[config.mk]
export PLATFORM = sky130hd
export DESIGN_NAME = se_host
export DESIGN_NICKNAME = d
export VERILOG_FILES = /design/src/hw/se_pkg.sv /design/src/hw/se_sync3.sv /design/src/hw/se_tick.sv /design/src/hw/se_host.sv
export SDC_FILE = /design/constraint.sdc
export NUM_CORES = 1
export LEC_CHECK = 0
export BUFFER_PORTS_ARGS = -buffer_cell sky130_fd_sc_hd__buf_4
export CAP_MARGIN = 40
export CORE_UTILIZATION = 28
export DETAILED_ROUTE_END_ITERATION = 16
export SLEW_MARGIN = 20
export SYNTH_ARGS = -nofsm -noshare
export SYNTH_HDL_FRONTEND = slang
export SYNTH_SLANG_ARGS = --single-unit
[constraint.sdc]
create_clock -name clk_i -period 4.1 [get_ports clk_i]
set_input_delay 0.41 -clock clk_i [delete_from_list [all_inputs] [get_ports clk_i]]
set_output_delay 0.41 -clock clk_i [all_outputs]
set_load 0.005 [all_outputs]
[src/hw/se_pkg.sv]
// constants, types and helpers for the two-wire memory bus master
package se_pkg;
  localparam int CLK_PERIOD_NS  = 10;
  localparam int BIT_PERIOD_NS  = 10000;
  localparam int QUARTER_CYC    = BIT_PERIOD_NS / CLK_PERIOD_NS / 4;
  localparam int WRITE_CYCLE_NS = 5000000;
  localparam int POLL_BITS      = 11;
  localparam int POLL_LIMIT     = WRITE_CYCLE_NS / (BIT_PERIOD_NS * POLL_BITS)
                                  + 1;
  localparam logic [3:0] ACK_BIT    = 4'h8;
  localparam logic [3:0] LAST_BIT   = 4'h7;
  localparam logic [2:0] PAGE_LAST  = 3'h3;
  localparam logic       DIR_READ   = 1'b1;
  localparam logic       DIR_WRITE  = 1'b0;
  localparam int         BYTE_W     = 8;

  typedef enum logic [1:0] {
    OP_WRITE, OP_RAND_READ, OP_CUR_READ, OP_POLL
  } se_op_t;
  typedef enum logic [1:0] {
    PH_SETUP, PH_RISE, PH_SAMPLE, PH_FALL
  } se_phase_t;
  typedef enum logic [2:0] {
    ST_IDLE, ST_START, ST_XMIT, ST_RECV, ST_STOP
  } se_stage_t;
  typedef enum logic [2:0] {
    SG_ADDR, SG_WORD, SG_DATA, SG_RADDR, SG_READ
  } se_seg_t;

  // len is byte count minus one; wdata bits [7:0] go out first
  typedef struct packed {
    se_op_t      op;
    logic [2:0]  strap;
    logic [7:0]  word;
    logic [2:0]  len;
    logic [31:0] wdata;
  } se_cmd_t;

  typedef struct packed {
    logic       valid;
    logic [7:0] data;
  } se_rd_t;

  function automatic logic [7:0] slave_byte(input logic [3:0] code,
                                            input logic [2:0] strap,
                                            input logic       dir);
    slave_byte = {code, strap, dir};
  endfunction
endpackage

[src/hw/se_sync3.sv]
// three-stage synchroniser for the data line, two-stage agreement
module se_sync3
  import se_pkg::*;
(
  input  wire logic clk_i,
  input  wire logic rstn_i,
  input  wire logic d_i,
  output logic      q_o
);
  typedef struct packed {
    logic s1;
    logic s2;
    logic s3;
    logic q;
  } se_sync_t;

  se_sync_t st_reg;
  se_sync_t st_next;

  always_comb begin
    st_next    = st_reg;
    st_next.s1 = d_i;
    st_next.s2 = st_reg.s1;
    st_next.s3 = st_reg.s2;
    if (st_reg.s2 == st_reg.s3) begin
      st_next.q = st_reg.s3;
    end
  end

  always_ff @(posedge clk_i or negedge rstn_i) begin
    if (!rstn_i) begin
      st_reg <= '1;
    end else begin
      st_reg <= st_next;
    end
  end

  assign q_o = st_reg.q;
endmodule

[src/hw/se_tick.sv]
// divider that pulses once per quarter of a serial bit
module se_tick
  import se_pkg::*;
#(
  parameter int QUARTER = QUARTER_CYC
) (
  input  wire logic clk_i,
  input  wire logic rstn_i,
  output logic      tick_o
);
  typedef struct packed {
    logic [15:0] cnt;
    logic        tick;
  } se_div_t;

  localparam logic [15:0] TOP = 16'(QUARTER - 1);

  se_div_t st_reg;
  se_div_t st_next;

  always_comb begin
    st_next      = st_reg;
    st_next.tick = 1'b0;
    if (st_reg.cnt == TOP) begin
      st_next.cnt  = '0;
      st_next.tick = 1'b1;
    end else begin
      st_next.cnt = st_reg.cnt + 16'h0001;
    end
  end

  always_ff @(posedge clk_i or negedge rstn_i) begin
    if (!rstn_i) begin
      st_reg <= '0;
    end else begin
      st_reg <= st_next;
    end
  end

  assign tick_o = st_reg.tick;
endmodule

[src/hw/se_host.sv]
// two-wire bus master that writes, reads and polls the serial memory
module se_host
  import se_pkg::*;
#(
  parameter int         QUARTER  = QUARTER_CYC,
  parameter int         POLL_MAX = POLL_LIMIT,
  parameter logic [3:0] DEV_TYPE = 4'h5  // value is arbitrary
) (
  input  wire logic     clk_i,
  input  wire logic     rstn_i,
  input  wire logic     cmd_valid_i,
  input  wire se_cmd_t  cmd_i,
  output logic          cmd_ready_o,
  output se_rd_t        rd_o,
  output logic          done_o,
  output logic          nack_o,
  output logic          scl_o,
  input  wire logic     sda_i,
  output logic          sda_o,
  output logic          sda_oe_o,
  output logic          write_inhibit_o
);
  //////////////////////////////////////////////////////////////////////////
  // reset release, bus sampling and bit timing
  logic rs1_reg;
  logic rst_n;
  logic sda_s;
  logic tick;

  always_ff @(posedge clk_i or negedge rstn_i) begin
    if (!rstn_i) begin
      rs1_reg <= 1'b0;
      rst_n   <= 1'b0;
    end else begin
      rs1_reg <= 1'b1;
      rst_n   <= rs1_reg;
    end
  end

  se_sync3 u_sync (
    .clk_i  (clk_i),
    .rstn_i (rst_n),
    .d_i    (sda_i),
    .q_o    (sda_s)
  );

  se_tick #(.QUARTER(QUARTER)) u_tick (
    .clk_i  (clk_i),
    .rstn_i (rst_n),
    .tick_o (tick)
  );

  //////////////////////////////////////////////////////////////////////////
  // state
  typedef struct packed {
    se_stage_t   stage;
    se_seg_t     seg;
    se_phase_t   ph;
    logic [3:0]  bitn;
    logic [7:0]  sh;
    logic [2:0]  left;
    se_cmd_t     cmd;
    logic [7:0]  polls;
    logic        ackd;
    logic        fail;
    logic        scl;
    logic        sda_oe;
    logic        ready;
    se_rd_t      rd;
    logic        done;
    logic        nack;
    logic        wi;
  } se_host_t;

  localparam logic [7:0] POLL_TOP = 8'(POLL_MAX - 1);

  se_host_t st_reg;
  se_host_t st_next;

  always_comb begin
    st_next          = st_reg;
    st_next.rd.valid = 1'b0;
    st_next.done     = 1'b0;
    case (st_reg.stage)
      ST_IDLE: begin
        st_next.ready = 1'b1;
        if (cmd_valid_i && st_reg.ready) begin
          st_next.ready = 1'b0;
          st_next.nack  = 1'b0;
          st_next.cmd   = cmd_i;
          st_next.stage = ST_START;
          st_next.seg   = SG_ADDR;
          st_next.ph    = PH_SETUP;
          st_next.polls = '0;
          st_next.fail  = 1'b0;
          st_next.wi    = !(cmd_i.op == OP_WRITE || cmd_i.op == OP_POLL);
          st_next.sh    = slave_byte(DEV_TYPE, cmd_i.strap,
                            (cmd_i.op == OP_CUR_READ) ? DIR_READ
                                                      : DIR_WRITE);
        end
      end
      ST_START: begin
        if (tick) begin
          st_next.ph = se_phase_t'(st_reg.ph + 2'h1);
          case (st_reg.ph)
            PH_SETUP: begin
              st_next.scl    = 1'b0;
              st_next.sda_oe = 1'b0;
            end
            PH_RISE:   st_next.scl    = 1'b1;
            PH_SAMPLE: st_next.sda_oe = 1'b1;
            default: begin
              st_next.scl   = 1'b0;
              st_next.stage = ST_XMIT;
              st_next.bitn  = '0;
            end
          endcase
        end
      end
      ST_XMIT: begin
        if (tick) begin
          st_next.ph = se_phase_t'(st_reg.ph + 2'h1);
          case (st_reg.ph)
            PH_SETUP: st_next.sda_oe = (st_reg.bitn != ACK_BIT)
                                       && !st_reg.sh[BYTE_W-1];
            PH_RISE:  st_next.scl = 1'b1;
            PH_SAMPLE: begin
              if (st_reg.bitn == ACK_BIT) begin
                st_next.ackd = !sda_s;
              end
            end
            default: begin
              st_next.scl = 1'b0;
              if (st_reg.bitn != ACK_BIT) begin
                st_next.sh   = {st_reg.sh[BYTE_W-2:0], 1'b0};
                st_next.bitn = st_reg.bitn + 4'h1;
              end else if (!st_reg.ackd) begin
                st_next.fail  = 1'b1;
                st_next.stage = ST_STOP;
              end else begin
                st_next.bitn = '0;
                case (st_reg.seg)
                  SG_ADDR: begin
                    if (st_reg.cmd.op == OP_POLL) begin
                      st_next.stage = ST_STOP;
                    end else if (st_reg.cmd.op == OP_CUR_READ) begin
                      st_next.stage = ST_RECV;
                      st_next.seg   = SG_READ;
                      st_next.left  = st_reg.cmd.len;
                    end else begin
                      st_next.seg = SG_WORD;
                      st_next.sh  = st_reg.cmd.word;
                    end
                  end
                  SG_WORD: begin
                    if (st_reg.cmd.op == OP_WRITE) begin
                      st_next.seg  = SG_DATA;
                      st_next.sh   = st_reg.cmd.wdata[BYTE_W-1:0];
                      st_next.left = (st_reg.cmd.len > PAGE_LAST)
                                     ? PAGE_LAST : st_reg.cmd.len;
                    end else begin
                      st_next.stage = ST_START;
                      st_next.seg   = SG_RADDR;
                      st_next.sh    = slave_byte(DEV_TYPE, st_reg.cmd.strap,
                                                 DIR_READ);
                    end
                  end
                  SG_DATA: begin
                    if (st_reg.left == '0) begin
                      st_next.stage = ST_STOP;
                    end else begin
                      st_next.left      = st_reg.left - 3'h1;
                      st_next.cmd.wdata = st_reg.cmd.wdata >> BYTE_W;
                      st_next.sh        = st_reg.cmd.wdata[2*BYTE_W-1:BYTE_W];
                    end
                  end
                  default: begin
                    st_next.stage = ST_RECV;
                    st_next.seg   = SG_READ;
                    st_next.left  = st_reg.cmd.len;
                  end
                endcase
              end
            end
          endcase
        end
      end
      ST_RECV: begin
        if (tick) begin
          st_next.ph = se_phase_t'(st_reg.ph + 2'h1);
          case (st_reg.ph)
            PH_SETUP: st_next.sda_oe = (st_reg.bitn == ACK_BIT)
                                       && (st_reg.left != '0);
            PH_RISE:  st_next.scl = 1'b1;
            PH_SAMPLE: begin
              if (st_reg.bitn != ACK_BIT) begin
                st_next.sh = {st_reg.sh[BYTE_W-2:0], sda_s};
              end
            end
            default: begin
              st_next.scl = 1'b0;
              if (st_reg.bitn != ACK_BIT) begin
                st_next.bitn = st_reg.bitn + 4'h1;
                if (st_reg.bitn == LAST_BIT) begin
                  st_next.rd.valid = 1'b1;
                  st_next.rd.data  = st_reg.sh;
                end
              end else if (st_reg.left == '0) begin
                st_next.stage = ST_STOP;
              end else begin
                st_next.left = st_reg.left - 3'h1;
                st_next.bitn = '0;
              end
            end
          endcase
        end
      end
      ST_STOP: begin
        if (tick) begin
          st_next.ph = se_phase_t'(st_reg.ph + 2'h1);
          case (st_reg.ph)
            PH_SETUP: begin
              st_next.scl    = 1'b0;
              st_next.sda_oe = 1'b1;
            end
            PH_RISE:   st_next.scl    = 1'b1;
            PH_SAMPLE: st_next.sda_oe = 1'b0;
            default: begin
              if (st_reg.cmd.op == OP_POLL && st_reg.fail
                  && st_reg.polls != POLL_TOP) begin
                st_next.polls = st_reg.polls + 8'h01;
                st_next.fail  = 1'b0;
                st_next.stage = ST_START;
                st_next.seg   = SG_ADDR;
                st_next.sh    = slave_byte(DEV_TYPE, st_reg.cmd.strap,
                                           DIR_WRITE);
              end else begin
                st_next.stage = ST_IDLE;
                st_next.done  = 1'b1;
                st_next.nack  = st_reg.fail;
                st_next.ready = 1'b1;
                st_next.wi    = 1'b1;
              end
            end
          endcase
        end
      end
      default: st_next.stage = ST_IDLE;
    endcase
  end

  always_ff @(posedge clk_i or negedge rst_n) begin
    if (!rst_n) begin
      st_reg       <= '0;
      st_reg.stage <= ST_IDLE;
      st_reg.scl   <= 1'b1;
      st_reg.wi    <= 1'b1;
    end else begin
      st_reg <= st_next;
    end
  end

  assign cmd_ready_o     = st_reg.ready;
  assign rd_o            = st_reg.rd;
  assign done_o          = st_reg.done;
  assign nack_o          = st_reg.nack;
  assign scl_o           = st_reg.scl;
  assign sda_o           = 1'b0;
  assign sda_oe_o        = st_reg.sda_oe;
  assign write_inhibit_o = st_reg.wi;
endmodule

==> results of run 1 <==
## path summary, 6_finish.rpt
kind	start	end	slack (ps)
hold / removal	sda_i	u_sync.st_next[2]$_DFF_PN1_	110
min in group asynchronous	rst_n$_DFF_PN0_	st_reg[54]$_DFFE_PN0P_	280
setup / recovery	st_reg[93]$_DFFE_PN0P_	st_reg[80]$_DFFE_PN0P_	1610
max in group asynchronous	rst_n$_DFF_PN0_	u_sync.q_o$_DFFE_PN1N_	2840
setup reg to reg	st_reg[93]$_DFFE_PN0P_	st_reg[80]$_DFFE_PN0P_	1610
hold reg to reg	rst_n$_DFF_PN0_	st_reg[54]$_DFFE_PN0P_	280
## critical path, delay by kind of cell (launching register included)
| family | cells | cell delay [ps] |
|---|---|---|
| DFF | 1 | 680 |
| AOI/OAI and AO/OA | 2 | 630 |
| buffers and inverters | 1 | 410 |
| muxes | 1 | 400 |
| and+or+nand+nor | 1 | 240 |
## routing by layer
metal / GRT usage [%] / wire (microns)
met5: 0 / 0
met4: 5.19 / 286
met3: 4.15 / 962
met2: 21.0 / 6910
met1: 19.0 / 7290
## per-stage QoR
step / area (sq um) / worst slack [ps]
CTS: 7540 / 1420
detailed placement: 7030 / 1450
floorplan: 6350 / 550
global route: 7560 / 1470
global placement: 7010 / 1520
finish: 7560 / 1610
## logic make-up (layout without fill, tap and decap cells)
group,count (synthesis),in the layout,share of synthesized area [%]
AOI/OAI and AO/OA,156,156,17.1
xor gates and xnor gates,20,20,2.76
adders and majority gates,14,14,2.72
buffers and inverters,61,122,5.14
DFF,119,119,47.0
muxes,61,61,10.3
other,2,2,0.118
and+or+nand+nor,178,178,14.9
## cell type report
cell class,count,share of cell area [%]
clock buffer,23,6.19
sequential,119,39.5
timing repair buffer,76,7.94
clock inverter,5,0.381
tap,280,4.63
inverter,18,0.893
multi-input combinational,431,40.4
## cells in the mapped netlist (3+ instances only)
master and n:
sky130_fd_sc_hd__dfrtp_1 113, sky130_fd_sc_hd__nand2_1 56, sky130_fd_sc_hd__o21ai_0 36, sky130_fd_sc_hd__nor2_1 35, sky130_fd_sc_hd__mux2_2 33, sky130_fd_sc_hd__a21oi_1 32, sky130_fd_sc_hd__mux2i_1 28, sky130_fd_sc_hd__inv_1 17
sky130_fd_sc_hd__buf_4 16, sky130_fd_sc_hd__a22o_1 14, sky130_fd_sc_hd__nand3_1 14, sky130_fd_sc_hd__o21ai_1 14, sky130_fd_sc_hd__ha_1 13, sky130_fd_sc_hd__buf_2 12, sky130_fd_sc_hd__clkbuf_1 11, sky130_fd_sc_hd__nand2b_1 10
sky130_fd_sc_hd__nand4_1 10, sky130_fd_sc_hd__xnor2_1 10, sky130_fd_sc_hd__xor2_1 10, sky130_fd_sc_hd__a31oi_1 8, sky130_fd_sc_hd__or3_1 8, sky130_fd_sc_hd__nand3b_1 7, sky130_fd_sc_hd__and3_1 6, sky130_fd_sc_hd__dfstp_2 6
sky130_fd_sc_hd__nor3_1 6, sky130_fd_sc_hd__a22oi_1 5, sky130_fd_sc_hd__a32o_1 4, sky130_fd_sc_hd__o31ai_1 4, sky130_fd_sc_hd__a21o_1 3, sky130_fd_sc_hd__buf_6 3, sky130_fd_sc_hd__nor2b_1 3, sky130_fd_sc_hd__nor3b_1 3
sky130_fd_sc_hd__o221ai_1 3, sky130_fd_sc_hd__o2bb2ai_1 3, sky130_fd_sc_hd__or3b_2 3
## what timing repair did
item                       CTS  global route
hold endpoints to repair     2             0
hold buffers                 1             0
setup endpoints to repair    0             0
## power by group
group | switching, mW | internal (mW) | leakage, nW
clock | 0.493 | 0.784 | 0.248
combinational | 0.746 | 0.628 | 1.60
sequential | 0.295 | 1.48 | 1.51
==> impl.org, run 1 <==
** Timing
- Clock skew after layout :: 8.70 ps
- For the pin with the worst max-slew slack, the measured transition is 789 ps.
- The worst path in the final design needs a cycle of 2490 ps, including I/O delays and setup.
- Of the available clock period, the critical path in the final layout requires 60.7%.
- In this run the tightest slew margin relative to its limit is 46.9%.
- The number of endpoints with negative hold slack in the final report was 0.
- Setup repair after global routing left no endpoint under its margin.
- Final-layout setup total negative slack :: 0 ps
- Setup violations remaining at the end of the flow were counted as 0.
- Fmax :: 402 MHz
- Max-slew violation count :: 0
- Hold timing on the final database bottoms out at a slack of 109 ps.

** Global routing
- Global-route wire length before repair :: 26000 microns
- The via count of the first global-routing pass is 4842.
- Largest net degree at the start of global routing :: 57
- Antenna violations before repair :: 0
- For this run, the total global-route usage over all layers was measured as 14.0%.
- The total overflow left after global routing is 0.

** Synth
- Top cell type by total area after synthesis :: sky130_fd_sc_hd__dfrtp_1
- Netlist Area Pre-Place :: 6350 sq um
- Yosys top cell area share :: 44.5%
- Cell count after synthesis :: 611
- The number of nets handed over by synthesis was 676.
- Post-Syn Area per Cell :: 10.4 sq um
- Largest cells by area after synthesis :: sky130_fd_sc_hd__dfrtp_1, sky130_fd_sc_hd__mux2_2, sky130_fd_sc_hd__mux2i_1
- Number of enable flip-flop cells after synthesis :: 0
- Share of flip-flops with an asynchronous set or reset after synthesis :: 100%
- Synth warn :: 0
- Of the synthesized area, sequential elements account for 47.0%.
- Dominant synthesized flop cell :: sky130_fd_sc_hd__dfrtp_1
- Counting distinct cell types in the post-synthesis netlist gives 76.
- Flip-flop and latch count after synthesis :: 119

** Critical path
- R2R cell count :: 5
- STA classifies the critical path startpoint as a flop.
- Crit end category :: flop
- The critical path in this run is classified as flop to flop.
- The largest individual stage delay along the critical path comes from the cell sky130_fd_sc_hd__dfrtp_1.
- Maximum net fanout on the critical path :: 18
- On the worst path, the slowest cell contributes a delay of 680 ps.
- STA puts the critical path data required time at 4390 ps.
- Ordered cell list for the critical path :: clkinv_1 > nor2_1 > a31oi_1 > a211oi_4 > mux2_2
- STA puts the critical path data arrival time at 2780 ps.

** Power and ir drop
- Largest vdd supply drop :: 0.000327 V
- Summed over all cells, the static leakage comes to 3.35 nW.
- Total design power :: 4.42 mW
- Power Dens Cells :: 585 nW/um^2

** Drt
- In the routed design, unresolved DRC markers number 1.
- After detailed routing, the average wire length per cell comes to 16.2 microns.
- Initial detailed-routing violation count :: 297
- The count of nets left with antenna violations once routing finished came out at 0.
- Before antenna repair, the detailed router went through 13 iterations.
- Final wirelength :: 15400 microns
- Via-per-instance ratio :: 4.99
- Summing over every cut layer, the via total after detailed routing is 4748.

** Clock network
- TritonCTS built the clock tree.
- Total number of H-tree levels :: 4
- In this run, CTS created clock tree buffers numbering 17.
- The later pin in the worst-skew pair is clocked with a latency of 410 ps.
- Number of cells upsized or downsized after cts :: 0
- After clock tree synthesis, the clock-pin slew on the worst setup and hold paths is 50 ps.
- The clock passes through at most 2 buffers.
- The tree built by TritonCTS fans out to 119 sinks.
- The number of setup buffers added after CTS is 0.
- Clk Tree Root Cell :: sky130_fd_sc_hd__clkbuf_16

** Run status
- Violations in the final reports :: design-rule violations
- The flow ran to the end, but the final reports show violations.

** Layout
- Synthesis-to-finish area growth :: 19.1%
- Area occupied by registers :: 2990 sq um
- Leading cell types in the layout, fill and taps excluded :: sky130_fd_sc_hd__dfrtp_1, sky130_fd_sc_hd__buf_4, sky130_fd_sc_hd__nand2_1
- Excluding fillers, the count of instances in the completed layout stands at 952.
- Diodes inserted :: 0
- Fill count :: 2215
- Cells fill 34.3% of the core in the end.
- The library cell used most frequently in the layout, excluding fill and tap cells, is sky130_fd_sc_hd__dfrtp_1.
- Cells with a size suffix above 1 make up 23.7% of the layout.
- In the final layout, the multi-input gates occupy 3060 sq um.
- Largest register FFs :: 81
- For this run, the post-layout net count is 728.

** Die
- The die is 153 microns wide.
- Core Rows :: 54
- The initial utilization of the core area, before any placement, comes to 28.8%.
- 68 I/O pins were placed.
- Die span in y :: 153 microns
- The floorplan step defined a die boundary enclosing 23300 sq um.
- Core Footprint :: 22000 sq um

** Placement
- Detailed placement ended at an HPWL of 10800 microns.
- Number of buffers inserted by port buffering :: 66
- Global placement routability congestion :: 0.870
- Number of cells after detailed placement :: 921

** Job
- Count of max-cap constraint violations :: 0

** Min path
- Along the worst hold path, the cell count comes to 1.
- Class of the tightest hold or removal check :: input port to flop
(Power assumes the default switching activity.)
==> run 2, diff against run 1 <==
==> constraint.sdc (replaced) <==
create_clock -name clk_i -period 2.51 [get_ports clk_i]
set_input_delay 0.251 -clock clk_i [delete_from_list [all_inputs] [get_ports clk_i]]
set_output_delay 0.251 -clock clk_i [all_outputs]
set_load 0.005 [all_outputs]
==> run 2 against run 1 <==
Effect of this change:
- the flow now finishes without violations
- worst setup slack got worse by 1400 ps
- register-to-register slack got worse by 1400 ps
- global-route usage rose by 0.17 points
- sequential power rose by 60%
- hold slack got worse by 62 ps
==> impl.org, run 2 (synthesis gave the netlist of run 1 again) <==
** Layout
- The register with the most flip-flops in the layout has 81 of them.
- The finished layout holds 977 standard cells, fillers aside.
- Leaving out fill and tap cells, the most frequent cell in the layout is sky130_fd_sc_hd__dfrtp_1.
- In the layout the commonest cells are sky130_fd_sc_hd__dfrtp_1, sky130_fd_sc_hd__buf_4, sky130_fd_sc_hd__nand2_1.
- Diodes inserted :: 0
- Layout Utilization :: 35.7%
- Total number of nets in the final design :: 749
- Layout cell share with drive strength beyond 1 :: 26.8%
- Synthesis-to-finish area growth :: 23.9%

** Critical path
- Delay of the slowest cell on the worst path :: 480 ps
- Crit end category :: flop
- Classification of the worst setup path :: flop to flop
- Cell with the largest stage delay on the worst path :: sky130_fd_sc_hd__a211oi_4
- Critical path arrival :: 2590 ps
- In this run the critical register-to-register path is launched from st_reg[17]$_DFFE_PN0P_.
- Type of origin of the critical path :: flop
- Origin of the worst setup path :: st_reg[17]$_DFFE_PN0P_
- R2R cell count :: 6
- Ordered cell list for the critical path :: ha_1 > and4b_1 > a22oi_4 > a21oi_2 > a211oi_4 > mux2_2
- Along the worst path, the maximum fanout reaches 8.
- At the worst endpoint, the required time is 2800 ps.
- In this run the critical register-to-register path is captured at st_reg[78]$_DFFE_PN0P_.
- Across all register-to-register paths, the minimum setup slack is 210 ps.

** Die
- From left edge to right edge, the die measures 153 microns.
- Core Rows :: 54
- Count of pins on the block boundary :: 68
- Starting Density :: 28.8%
- Die span in y :: 153 microns
- Core Footprint :: 22000 sq um
- Die outline area :: 23300 sq um

** Global routing
- The via count of the first global-routing pass came to 4944.
- Largest net degree at the start of global routing :: 40
- Summed over all layers, the global routing overflow is 0.
- Gr usage total :: 14.2%
- The first global-routing pass estimated 26100 microns of wire.
- The initial antenna violation count came to 0.

** Timing
- Setup violations remaining at the end of the flow were counted as 0.
- The number of endpoints with negative hold slack in the final report is 0.
- Actual transition at the worst max-transition pin :: 662 ps
- Clock skew after layout :: 14.3 ps
- RSZ-0062 raised after global routing :: false
- For the final routed database, the setup TNS stands at 0 ps.
- For the finished layout, the period the worst path requires is 2300 ps.
- Headroom to the max-slew limit came out at 55.6%.
- Timing would allow up to 434 MHz.
- Max-slew violation count :: 0
- After layout, the worst path uses 91.8% of the clock period.

** Drt
- Routed len/inst :: 16.1 microns
- Detailed routing inserted a total of 4827 vias.
- Detailed-route DRC error count :: 0
- Via-per-instance ratio :: 4.94
- Wires add up to 15800 microns.
- Remaining antenna violation count after routing :: 0
- Initial detailed-routing violation count :: 267
- Number of iterations in the first detailed-routing pass :: 8

** Power and ir drop
- In this run the power density over the cells is 1000 nW/um^2.
- The share of total power dissipated in sequential elements is 35.9%.
- Switching component of the power :: 2.78 mW
- Switching part of the total :: 35.2%
- Per report_power, the clock group accounts for 31.9% of the total.
- Largest vdd supply drop :: 0.000481 V
- Internal power comes to 5.11 mW.
- The analysis attributes to cell leakage a power of 3.53 nW.
- Combinational group share of total power :: 32.3%

** Placement
- HPWL reported at the end of detailed placement :: 11500 microns
- Port buffering added 66 buffers.
- After detailed placement, the design holds a cell count of 943.
- At the end of routability-driven placement, the weighted congestion stood at 0.843.

** Run status
- Run status :: finished, final reports clean

** Clock network
- Maximum buffer depth of the clock tree :: 2
- TritonCTS clock tree :: done
- The tree is rooted in a sky130_fd_sc_hd__clkbuf_16.
- In this run, post-CTS repair resized a total of 0 instances.
- Post CTS Setup Buffer Count :: 0
- Total CTS buffers :: 17
- Insertion delay to the later sink of the worst-skew pair :: 420 ps
- Total number of H-tree levels :: 4
- CTS saw 119 sinks.
- Clock transition at the registers of the reported paths :: 70 ps
- # hold bufs at CTS :: 2

** Min path
- Worst min-delay path startpoint :: cmd_i[30]
- The tightest min-delay check is of the input port to flop type.
- The worst hold path was traced through 2 stages.
- The path with the worst hold slack has its endpoint at st_reg[55]$_DFFE_PN0P_.

** Job
- Count of max-cap constraint violations :: 0
-- run 2: layer usage --
layer	vias up	part of all wire [%]	track usage [%]
li1	2348	-	-
met1	2326	47	18.6
met2	128	45	22.0
met3	25	5.6	4.29
met4	0	2.0	5.29
met5	-	0	0
-- run 2: worst max path at each step --
stage	slack [ps]	cells past startpoint	to
5_1_grt	90	6	st_reg[78]$_DFFE_PN0P_
3_3_place_gp	300	5	st_reg[78]$_DFFE_PN0P_
2_1_floorplan	500	6	st_reg[76]$_DFFE_PN0P_
4_1_cts	190	6	st_reg[78]$_DFFE_PN0P_
3_5_place_dp	250	6	st_reg[80]$_DFFE_PN0P_
6_report	210	6	st_reg[78]$_DFFE_PN0P_
-- run 2: layout make-up --
type / instances / area, sq um
Fill cell: 2231 / 14200
Multi-Input combinational cell: 431 / 3060
Sequential cell: 119 / 2990
Timing Repair Buffer: 97 / 796
Clock buffer: 17 / 425
Tap cell: 280 / 350
Clock inverter: 15 / 180
Inverter: 18 / 67.6
-- run 2: critical path, delay by kind of cell (launching register included) --
kind | cells | cell delay (ps)
DFF | 1 | 430
and+or+nand+nor | 1 | 250
adders and majority gates | 1 | 230
muxes | 1 | 400
AOI/OAI and AO/OA | 3 | 860
-- run 2: power by group through the flow --
stage               logic, mW  registers [mW]  clock network (mW)
finish                   2.55            2.83                2.52
global route             2.81            2.89                2.66
CTS                      2.55            2.82                2.59
detailed placement       2.54            2.85                   0
global placement         2.51            2.85                   0
floorplan                1.88            2.69                   0
-- run 2: metrics by stage --
step / hold WS (ps) / cell area (sq um) / power (mW) / setup WS (ps)
2_1_floorplan: -44.6 / 6350 / 4.57 / 505
3_5_place_dp: 35.5 / 7240 / 5.39 / 249
4_1_cts: 23.7 / 7870 / 7.96 / 191
3_3_place_gp: 34.2 / 7240 / 5.36 / 298
5_1_grt: 27.7 / 7870 / 8.36 / 85.7
6_report: 47.8 / 7870 / 7.89 / 207
